$ cat src/verilog/clk_div_pkg.sv
package clk_div_pkg;
	// register map: one control register reached through a plain write/read port
	localparam logic [11:0] CTRL_ADDR        = 12'h100;
	localparam logic [7:0]  CTRL_RESET       = 8'h00;
	// field positions inside the control register
	localparam int          SYNC_EN_BIT      = 1;
	localparam int          SYNC_ONCE_BIT    = 2;
	localparam int          RATIO_LO         = 4;
	localparam int          RATIO_HI         = 6;
	// ratio code: value 0..5 selects divide by 1..6
	localparam logic [2:0]  RATIO_MAX_CODE   = 3'h5;
	localparam logic [2:0]  DIV_MAX          = 3'h6;
	// stabilizer limits
	localparam int          CLK_MHZ          = 50;
	localparam int          STABILIZER_MIN_MHZ = 20;
	localparam int          RELOCK_NS        = 5000;
	localparam int          CLK_PERIOD_NS    = 1000 / CLK_MHZ;
	localparam int          RELOCK_CYCLES    = RELOCK_NS / CLK_PERIOD_NS;
	localparam logic [11:0] RELOCK_COUNT     = 12'(RELOCK_CYCLES);

	typedef enum logic [1:0]
	{
		ST_ARMED  = 2'b00,
		ST_DONE   = 2'b01
	} sync_state_t;
endpackage : clk_div_pkg

$ cat src/verilog/div_counter.sv
`timescale 1ns/1ps
// counts input cycles modulo the ratio and marks the phase start
module div_counter
(
	input  wire logic       core_clk,
	input  wire logic       nrst,
	input  wire logic       restart,
	input  wire logic [2:0] ratio,
	output logic      [2:0] count,
	output logic            wrap
);
	logic [2:0] count_reg;
	logic [2:0] count_next;

	always_comb
	begin
		if (restart || count_reg + 3'h1 >= ratio)
			count_next = 3'h0;
		else
			count_next = count_reg + 3'h1;
	end

	always_ff @(posedge core_clk or negedge nrst)
	begin
		if (!nrst)
			count_reg <= 3'h0;
		else
			count_reg <= count_next;
	end

	assign count = count_reg;
	assign wrap  = (count_next == 3'h0);
endmodule : div_counter

$ cat src/verilog/sample_clock_divider_sync.sv
`timescale 1ns/1ps
// Function
// RL1: divide incoming sample clock by integer ratio 1 to 6.
// RL2: partner should enable stabilizer for ratios other than 1, 2, 4.
// RL3: external sync input realigns divider phase.
// RL4: control bits 2:1 select resync on every pulse or first after write.
// RL5: accepted sync pulse returns divider counter to its initial state.
// RL6: partner drives one common sync pulse to all devices.
// RL7: stabilizer ineffective below 20 MHz, needs up to 5 us to relock.
// RL8: one output rising edge per N input edges; N=1 passes through.
module sample_clock_divider_sync
(
	input  wire logic       core_clk,
	input  wire logic       nrst,
	input  wire logic       sync_in,
	input  wire logic       reg_wr,
	input  wire logic [11:0] reg_addr,
	input  wire logic [7:0] reg_wdata,
	output logic      [7:0] reg_rdata,
	input  wire logic       duty_cycle_stabilizer,
	output logic            conv_tick,
	output logic            sync_applied,
	output logic            stabilizer_advised,
	output logic            stabilizer_locked
);
	////////////////////////////////////////////////////////////////////////////
	// register, phase and handshake state
	logic [7:0]                   ctrl_reg;
	logic [7:0]                   ctrl_next;
	clk_div_pkg::sync_state_t     state_reg;
	clk_div_pkg::sync_state_t     state_next;
	logic                         sync_d_reg;
	logic                         sync_d_next;
	logic                         applied_reg;
	logic                         applied_next;
	logic                         tick_reg;
	logic                         tick_next;
	logic [7:0]                   rdata_reg;
	logic [7:0]                   rdata_next;

	// stabilizer status
	logic [11:0]                  lock_reg;
	logic [11:0]                  lock_next;
	logic                         advised_reg;
	logic                         advised_next;
	logic                         locked_reg;
	logic                         locked_next;

	// decoded control
	logic [2:0]                   ratio_code;
	logic [2:0]                   ratio_code_new;
	logic [2:0]                   ratio;
	logic [2:0]                   count;
	logic                         wrap;
	logic                         sync_rise;
	logic                         sync_enabled;
	logic                         once_mode;
	logic                         accept;
	logic                         ctrl_wr;
	logic                         ratio_wr;
	logic                         relock_done;
	logic                         rate_ok;

	////////////////////////////////////////////////////////////////////////////
	// control decode
	assign ctrl_wr        = reg_wr && (reg_addr == clk_div_pkg::CTRL_ADDR);
	assign ratio_code     = ctrl_reg[clk_div_pkg::RATIO_HI:clk_div_pkg::RATIO_LO];
	assign ratio_code_new = reg_wdata[clk_div_pkg::RATIO_HI:clk_div_pkg::RATIO_LO];
	// any change of the code counts, even between two codes that both mean six
	assign ratio_wr       = ctrl_wr && (ratio_code_new != ratio_code);

	// illegal codes clamp to divide by six rather than stalling the clock
	assign ratio          = (ratio_code > clk_div_pkg::RATIO_MAX_CODE) ? clk_div_pkg::DIV_MAX
	                        : ratio_code + 3'h1; // [RL1]

	// bit1 enables sync; bit2 set means first pulse after a write only
	assign sync_enabled   = ctrl_reg[clk_div_pkg::SYNC_EN_BIT];
	assign once_mode      = ctrl_reg[clk_div_pkg::SYNC_ONCE_BIT];

	// delay flop resets low like the idle pin, so reset makes no false edge
	assign sync_rise      = sync_in && !sync_d_reg; // [RL3]
	assign accept         = sync_rise && sync_enabled
	                        && (!once_mode || state_reg == clk_div_pkg::ST_ARMED); // [RL4]

	// stabilizer is only trusted once the relock wait has run out
	assign relock_done    = (lock_reg == clk_div_pkg::RELOCK_COUNT);
	assign rate_ok        = (clk_div_pkg::CLK_MHZ >= clk_div_pkg::STABILIZER_MIN_MHZ);

	////////////////////////////////////////////////////////////////////////////
	// divider phase counter
	div_counter u_div
	(
		.core_clk (core_clk),
		.nrst     (nrst),
		.restart  (accept), // [RL5]
		.ratio    (ratio),
		.count    (count),
		.wrap     (wrap)
	);

	////////////////////////////////////////////////////////////////////////////
	// register port, sync policy and output pulses
	always_comb
	begin
		ctrl_next    = ctrl_wr ? reg_wdata : ctrl_reg;
		state_next   = state_reg;
		// a write rearms once-mode even if a pulse lands in the same cycle
		if (ctrl_wr)
			state_next = clk_div_pkg::ST_ARMED; // [RL4]
		else if (accept)
			state_next = clk_div_pkg::ST_DONE;
		sync_d_next  = sync_in;
		applied_next = accept; // [RL5]
		tick_next    = wrap; // [RL8]
		rdata_next   = (reg_addr == clk_div_pkg::CTRL_ADDR) ? ctrl_reg : 8'h00;
	end

	always_ff @(posedge core_clk or negedge nrst)
	begin
		if (!nrst)
		begin
			ctrl_reg    <= clk_div_pkg::CTRL_RESET;
			state_reg   <= clk_div_pkg::ST_ARMED;
			sync_d_reg  <= 1'b0;
			applied_reg <= 1'b0;
			tick_reg    <= 1'b0;
			rdata_reg   <= 8'h00;
		end
		else
		begin
			ctrl_reg    <= ctrl_next;
			state_reg   <= state_next;
			sync_d_reg  <= sync_d_next;
			applied_reg <= applied_next;
			tick_reg    <= tick_next;
			rdata_reg   <= rdata_next;
		end
	end

	////////////////////////////////////////////////////////////////////////////
	// stabilizer advice and relock wait
	always_comb
	begin
		// ratio change upsets the stabilizer loop; hold lock low for relock time
		if (ratio_wr)
			lock_next = 12'h000; // [RL7]
		else if (!relock_done)
			lock_next = lock_reg + 12'h001;
		else
			lock_next = lock_reg;
		advised_next = (ratio == 3'h3) || (ratio == 3'h5) || (ratio == 3'h6); // [RL2]
		// judged on the next count so lock drops in the same edge the wait restarts
		locked_next  = duty_cycle_stabilizer && rate_ok
		               && (lock_next == clk_div_pkg::RELOCK_COUNT); // [RL7]
	end

	always_ff @(posedge core_clk or negedge nrst)
	begin
		if (!nrst)
		begin
			lock_reg    <= 12'h000;
			advised_reg <= 1'b0;
			locked_reg  <= 1'b0;
		end
		else
		begin
			lock_reg    <= lock_next;
			advised_reg <= advised_next;
			locked_reg  <= locked_next;
		end
	end

	////////////////////////////////////////////////////////////////////////////
	// outputs, each straight from a flop
	assign conv_tick          = tick_reg;
	assign sync_applied       = applied_reg;
	assign reg_rdata          = rdata_reg;
	assign stabilizer_advised = advised_reg;
	assign stabilizer_locked  = locked_reg;

	////////////////////////////////////////////////////////////////////////////
	// checks on the sync policy and the divider
	a_sync_restart: assert property (@(posedge core_clk) disable iff (!nrst)
		accept |=> count == 3'h0) else $error("sync did not restart divider"); // [RL5]
	a_once_policy: assert property (@(posedge core_clk) disable iff (!nrst)
		once_mode && state_reg == clk_div_pkg::ST_DONE |-> !accept)
		else $error("second sync accepted"); // [RL4]
	a_write_rearm: assert property (@(posedge core_clk) disable iff (!nrst)
		ctrl_wr |=> state_reg == clk_div_pkg::ST_ARMED) else $error("write did not rearm"); // [RL4]
	a_no_sync_off: assert property (@(posedge core_clk) disable iff (!nrst)
		!ctrl_reg[clk_div_pkg::SYNC_EN_BIT] |-> !accept) else $error("sync while disabled"); // [RL3]
	a_tick_period: assert property (@(posedge core_clk) disable iff (!nrst)
		!accept && count == 3'h0 && ratio != 3'h1 |=> count == 3'h1)
		else $error("bad divide step"); // [RL1]
	a_ratio_range: assert property (@(posedge core_clk) disable iff (!nrst)
		ratio >= 3'h1 && ratio <= clk_div_pkg::DIV_MAX) else $error("ratio out of range"); // [RL1]
	a_tick_single: assert property (@(posedge core_clk) disable iff (!nrst)
		wrap && ratio != 3'h1 |=> !wrap || accept || $changed(ratio))
		else $error("two ticks in a row"); // [RL8]
	a_pass_through: assert property (@(posedge core_clk) disable iff (!nrst)
		ratio == 3'h1 && $stable(ratio) |=> conv_tick) else $error("ratio one not passing"); // [RL8]
	a_count_range: assert property (@(posedge core_clk) disable iff (!nrst)
		count < ratio || $changed(ratio)) else $error("count beyond ratio"); // [RL1]
	a_applied_flag: assert property (@(posedge core_clk) disable iff (!nrst)
		accept |=> sync_applied) else $error("sync_applied missing"); // [RL5]
	// checks on the stabilizer status and on unmapped reads
	a_relock_hold: assert property (@(posedge core_clk) disable iff (!nrst)
		lock_next == 12'h000 |=> !stabilizer_locked [*2]) else $error("lock during relock"); // [RL7]
	a_lock_bound: assert property (@(posedge core_clk) disable iff (!nrst)
		lock_reg <= clk_div_pkg::RELOCK_COUNT) else $error("relock count overran"); // [RL7]
	a_rdata_unmapped: assert property (@(posedge core_clk) disable iff (!nrst)
		reg_addr != clk_div_pkg::CTRL_ADDR |=> reg_rdata == 8'h00)
		else $error("unmapped read not zero"); // [RL4]

	// main scenarios
	c_sync_every: cover property (@(posedge core_clk) disable iff (!nrst)
		accept ##[1:20] accept);
	c_ratio_six: cover property (@(posedge core_clk) disable iff (!nrst)
		ratio == 3'h6 && wrap);
	c_once_armed: cover property (@(posedge core_clk) disable iff (!nrst)
		ctrl_wr ##[1:10] accept);
	c_relock_done: cover property (@(posedge core_clk) disable iff (!nrst)
		ratio_wr ##[1:300] stabilizer_locked);
endmodule : sample_clock_divider_sync

$ cat config.mk
export PLATFORM = sky130hd
export DESIGN_NAME = sample_clock_divider_sync
export DESIGN_NICKNAME = d
export VERILOG_FILES = /design/src/verilog/clk_div_pkg.sv /design/src/verilog/div_counter.sv /design/src/verilog/sample_clock_divider_sync.sv
export SDC_FILE = /design/constraint.sdc
export NUM_CORES = 1
export LEC_CHECK = 0
export BUFFER_PORTS_ARGS = -buffer_cell sky130_fd_sc_hd__buf_4
export CORE_MARGIN = 2
export CORE_UTILIZATION = 49
export DETAILED_ROUTE_END_ITERATION = 10
export PLACE_DENSITY = 0.74
export SLEW_MARGIN = 40
export SYNTH_ARGS = -nofsm -noshare
export SYNTH_HDL_FRONTEND = slang
export SYNTH_HIERARCHICAL = 1
export SYNTH_SLANG_ARGS = --single-unit
$ cat constraint.sdc
create_clock -name core_clk -period 1.91 [get_ports core_clk]
set_clock_uncertainty 0.1 [all_clocks]
set_input_delay 0.382 -clock core_clk [delete_from_list [all_inputs] [get_ports core_clk]]
set_output_delay 0.382 -clock core_clk [all_outputs]
set_load 0.05 [all_outputs]
## Yosys cells after proc, flatten, opt, wreduce, memory -nomap -nowiden

Cells that the tools add are included.

| storage, ports and cells | value |
|---|---|
| bits in registers | 38 |
| logic and storage cells | 44 |

| cells by class | value |
|---|---|
| equal/unequal tests | 7 |
| magnitude comparators | 2 |
| reductions and logical operators | 15 |
| $add $sub $neg | 3 |
| mux-type cells | 7 |

Operator list:

| operator | number |
|---|---|
| 12-bit by 8-bit equality test with 1-bit output, second input constant | 2 |
| 12-bit two-way mux | 2 |
| 12-bit by 1-bit adder with 12-bit output, second input constant | 1 |
| 12-bit by 9-bit equality test with 1-bit output, second input constant | 1 |
| 8-bit two-way mux | 1 |
| 3-bit by 1-bit adder with 3-bit output, second input constant | 2 |
| 3-bit equality test, second input constant | 2 |
| 1-bit logical AND | 6 |
| 3-bit two-way mux | 2 |
| 1-bit logical OR | 4 |
| 2-bit two-way mux | 2 |
| 3-bit by 2-bit equality test with 1-bit output, second input constant | 1 |
| 3-bit >= comparator | 1 |
| 3-bit > comparator, second input constant | 1 |
| 3-bit zero test | 1 |
| 3-bit != test | 1 |
| 1-bit zero test | 2 |
| 2-bit zero test | 1 |
| 2-bit nonzero test | 1 |

## Depth between registers and ports, before layout

| depth | value |
|---|---|
| depth after elaboration | 7 |
| gate-level depth with buffers | 8 |
| depth with buffers taken out | 8 |

## Hierarchy

Netlist, hierarchy kept.

By module, submodules not included:

| module | instances | area each (µm²) | cells each |
|---|---|---|---|
| sample_clock_divider_sync | 1 | 1686.6 | 152 |
| div_counter | 1 | 209.0 | 20 |

## Worst setup path after synthesis

No wires, ideal clock.

| timing path | value |
|---|---|
| kind | register to register |
| start | register ctrl_reg[5] |
| end | register tick_reg, in the netlist conv_tick |
| buffers on the path | 0 |
| stages on the path, launching flop included | 9 |
| path slack | -0.207 ns |
| arrival | 1.891 ns |
| setup time | 0.126 ns |
| path through | dfrtp_1 -> inv_1 -> ha_1 -> o211ai_1 -> o21a_1 -> inv_1 -> ha_1 -> a211o_1 -> a221o_1 |

| between the ends | value |
|---|---|
| longest elaborated chain between the ends | 6 |
| elaborated cells on any way between the ends | 7 |
| classes of those cells | add/sub (1); order compare (2); mux (2); reduce/logical (2) |

RTL lines:

| element | RTL line | text |
|---|---|---|
| from (decl) | sample_clock_divider_sync.sv:28 | `logic [7:0] ctrl_reg;` |
| from (signal assigned) | sample_clock_divider_sync.sv:122 | `ctrl_reg <= clk_div_pkg::CTRL_RESET;` |
| from (signal assigned) | sample_clock_divider_sync.sv:131 | `ctrl_reg <= ctrl_next;` |
| 3-bit by 1-bit adder with 3-bit output / 3-bit > comparator (equally long branches) | sample_clock_divider_sync.sv:74, sample_clock_divider_sync.sv:73 |  |
| 3-bit two-way mux * | sample_clock_divider_sync.sv:73 | `assign ratio = (ratio_code > clk_div_pkg::RATIO_MAX_CODE) ? clk_div_pkg::DIV_MAX` |
| named net ratio[2] | sample_clock_divider_sync.sv:52 | `logic [2:0] ratio;` |
| 3-bit >= comparator * | div_counter.sv:17 | `if (restart \|\| count_reg + 3'h1 >= ratio)` |
| 1-bit logical OR * | div_counter.sv:17 |  |
| 3-bit two-way mux * | div_counter.sv:17 |  |
| 3-bit zero test * | div_counter.sv:32 | `assign wrap = (count_next == 3'h0);` |
| named net tick_next | sample_clock_divider_sync.sv:37 | `logic tick_next;` |
| to (signal assigned) | sample_clock_divider_sync.sv:135 | `tick_reg <= tick_next;` |
| to (decl) | sample_clock_divider_sync.sv:36 | `logic tick_reg;` |

Mark *: on every way through the listed nets, which the timed path passes. The rest lies on a longest branch.
A chain may end at the register's enable or synchronous reset.

## Worst setup path after layout

Same ends and word-level chain as after synthesis.

==> impl.org <==
** STA
- The max-slew violation count was 0.
- Hold violation count in the final report :: 0
- Final cycle utilization of the critical path :: 1.09
- Final worst-path setup slack :: -181 ps
- Worst hold margin :: 107 ps
- Slew at the pin closest to its max-slew limit :: 458 ps
- Setup total negative slack on the finished layout was measured at -746 ps.
- Based on the critical path, the design can be clocked at up to 478 MHz.
- Setup repair after global routing missed its margin :: yes
- Slew Limit Headroom :: 0.695
- For the finished layout, the period the worst path requires is 2090 ps.
- Setup violations remaining at the end of the flow were counted as 5.

** Synthesis
- Post-synthesis share of cell area spent on xor and xnor gates :: 0.0693
- Yosys mapped a number of flops with a built-in enable equal to 0.
- Yosys warnings :: 6
- Simple-gate area share of the yosys netlist :: 0.204
- The synthesized netlist occupies a cell area of 1900 µm².
- The synthesized design spends more area on one cell type than any other, namely dfrtp_1.
- Of the synthesized area, sequential elements account for 0.488.
- Main area contributors after synthesis :: dfrtp_1 49%, ha_1 5.9%, mux2_2 4.8%
- Net count after synthesis :: 206
- Average cell area after synthesis :: 11.0 µm²
- Register bit total from synthesis :: 37
- Share of the synthesized area in the top cell type :: 0.488
- By area, the combinational part of the netlist is dominated by simple AND/OR/NAND/NOR gates.
- In this run, distinct cell masters in the synthesized netlist total 45.
- The area fraction in compound gates after synthesis is 0.100.
- Among all flip-flop cells after synthesis, the most frequent one is dfrtp_1.
- Fraction of registers with async set/reset :: 1.00
- After technology mapping, the gate count stands at 172.
- After synthesis, the share of cell area in mux cells is 0.0475.
- Adder and majority gate portion of the synthesized area :: 0.0594

** Critical path
- The endpoint identified for the worst register-to-register timing path is conv_tick.
- Crit path max-delay cell type :: dfrtp_2
- Endpoint class of the critical path :: flop
- Data on the critical path is required at its endpoint by 1990 ps.
- Along the worst path, the maximum fanout reaches 5.
- Startpoint of the worst setup timing path :: ctrl_reg[5]
- The worst setup path is launched from a flop.
- Counting buffers and inverters, the worst setup path is 8 cells deep.
- The startpoint identified for the worst register-to-register timing path is ctrl_reg[5].
- Path depth of the worst reg2reg path :: 8
- For the worst setup path, the data arrival time is 2170 ps.
- Cell chain of the critical path :: inv_2 > ha_4 > o211ai_1 > o21a_1 > inv_2 > ha_4 > a211o_1 > a221o_1
- Together, buffers and inverters on the worst path number 2.
- Largest stage delay on the critical path :: 420 ps
- CP delay by family, top :: compound AO/OA/AOI/OAI gates
- Class of the most critical setup path :: reg2reg
- The worst register-to-register path has a setup slack of -180 ps.

** Layout
- Antenna Cells :: 0
- Post-layout utilization of the core :: 0.759
- The layout has 243 filler cells.
- For this run, the post-layout net count is 290.
- From synthesis to final layout, the design area changed by 47.7%.
- Of the cells placed in the final design, the portion with a size suffix greater than 1 is 0.479.
- Post-Layout Cell Count :: 305
- Most common cell after layout, fill and taps aside :: buf_4
- Commonest cells after routing, fill and taps aside :: 74 x buf_4, 33 x dfrtp_1, 17 x nor2_1, 9 x xnor2_1, 9 x and2_1
- Finished Cell Area :: 2800 µm²
- Flip-flop count of the largest register after layout :: 12
- Across the whole layout, storage elements account for 931 µm².
- Combined area of the multi-input logic cells :: 1050 µm²

** Clock tree
- The H-tree was split into 2 levels.
- Counting along the longest clock path gives a buffer depth of 2.
- Clock transition at path regs :: 70 ps
- Clock buffers created by TritonCTS :: 5
- Clock latency on the worst-skew pair :: 290 ps
- In this run the clock root is driven by a clkbuf_8.
- TritonCTS built the clock tree.
- The clock net in this run drives a total of 37 sinks.

** Power and ir drop
- Leakage :: 1.35 nW
- Peak supply drop :: 0.565 mV
- Total design power :: 2.15 mW
- Power per unit of standard cell area :: 769 nW/µm²

** Placement
- The placed instances occupy a cell area of 2540 µm².
- After legalization and detailed placement, the total HPWL measured 3.28 mm.
- Input and output buffers added on the ports amount to 36.
- Placed cell count :: 291
- Worst setup slack before clock tree synthesis :: -283 ps
- At the end of routability-driven placement, the weighted congestion stood at 0.794.

** Die
- Standard-cell rows :: 22
- Die width :: 66.2 µm
- Pin placement for this block handled 37 I/O pins.
- Die area :: 4380 µm²
- The total area inside the core boundary comes to 3690 µm².
- Die span in y :: 66.2 µm
- Effective utilization at floorplan :: 0.514

** Routing
- Count of TritonRoute iterations in the first routing pass :: 4
- The final layout contains routed wiring with a total length of 4.62 mm.
- Drt initial violations :: 103
- After detailed routing, the number of remaining DRC violations is 0.
- Dividing the detail-routed wire length by the instance count gives 15.1 µm.
- Routed vias/inst :: 5.31
- Across all layers, the routed design uses 1,619 vias.
- In this run the remaining antenna-violating nets after routing total 0.

** Outcome
- Run status :: finished, violations left
- The final reports fail on setup timing.

** Job
- Max Cap Viol :: 0

** Worst hold path
- The startpoint identified for the worst hold timing path is sync_in.
- The path with the worst hold slack has its endpoint at sync_d_reg.
- Worst hold path cell count :: 1
- Type of the tightest min-delay check :: in2reg

** Global route
- Initial antenna violation count :: 0
- For this run the aggregate overflow at the end of global routing stands at 0.
- Via count of the first global-routing pass :: 1,658
- For this run, the total global-route usage over all layers was measured as 0.234.
- First-pass GRT wire length :: 7.59 mm
- Entering global routing, the biggest net connects 38 pins.
[worst reg2reg max path, cell delays in order, from the launching register on]
cell      delay [ps]
dfrtp_2          420
inv_2             70
ha_4             160
o211ai_1         180
o21a_1           190
inv_2             60
ha_4             210
a211o_1          320
a221o_1          270
[worst max path at each step]
stage                                end  slack (ps)
final                          conv_tick        -180
after global routing      u_div/count[2]        -290
after CTS                 u_div/count[2]        -220
after detailed placement  u_div/count[2]        -280
after global placement    u_div/count[1]        -120
after floorplan                conv_tick        -150
[what timing repair did]
item                                    CTS  global route
pin swaps                                12             7
endpoints found under the setup margin    5             5
buffers inserted                          5             0
endpoints found under the hold margin    37             0
gates cloned                              0             0
hold buffers                              1             0
resized for setup                        16             4
[synthesized netlist by cell type, types with 2 or more instances]
cell	count
inv_1	12
nand2b_1	2
mux2_2	8
xnor2_1	9
nor2_1	17
nor3b_1	2
nand2_1	5
dfrtp_1	37
nand4_1	3
a211oi_1	5
ha_1	9
and2_1	9
a31oi_1	2
and3_1	2
a21oi_1	5
nand3_1	5
nor3_1	5
nor4_1	2
or3_2	2
xor2_1	6
[logic make-up after synthesis]
logic type / Yosys count
adders and majority gates: 9
and+or+nand+nor: 65
AOI/OAI and AO/OA: 25
xor gates and xnor gates: 15
DFF: 37
muxes: 8
buffers and inverters: 13
[power by group]
| part | switching (mW) | leakage [nW] | internal [mW] |
|---|---|---|---|
| clock | 0.281 | 0.0554 | 0.392 |
| sequential | 0.0766 | 0.483 | 0.854 |
| combinational | 0.272 | 0.813 | 0.278 |
[final cells by class]
type                            count  share of cell area
Clock inverter                      2              0.0139
Inverter                           12              0.0170
Multi-Input combinational cell    122               0.375
Sequential cell                    37               0.332
Tap cell                           48              0.0214
Clock buffer                        6              0.0259
Timing Repair Buffer               78               0.214
[metal layers]
layer,part of all wire,vias to the layer above,GRT usage
met2,0.52,36,0.404
met4,0.024,0,0.0816
met1,0.42,795,0.282
met5,0,-,0
met3,0.032,14,0.0596
li1,-,774,-
Power figures use the tool's default switching activity.
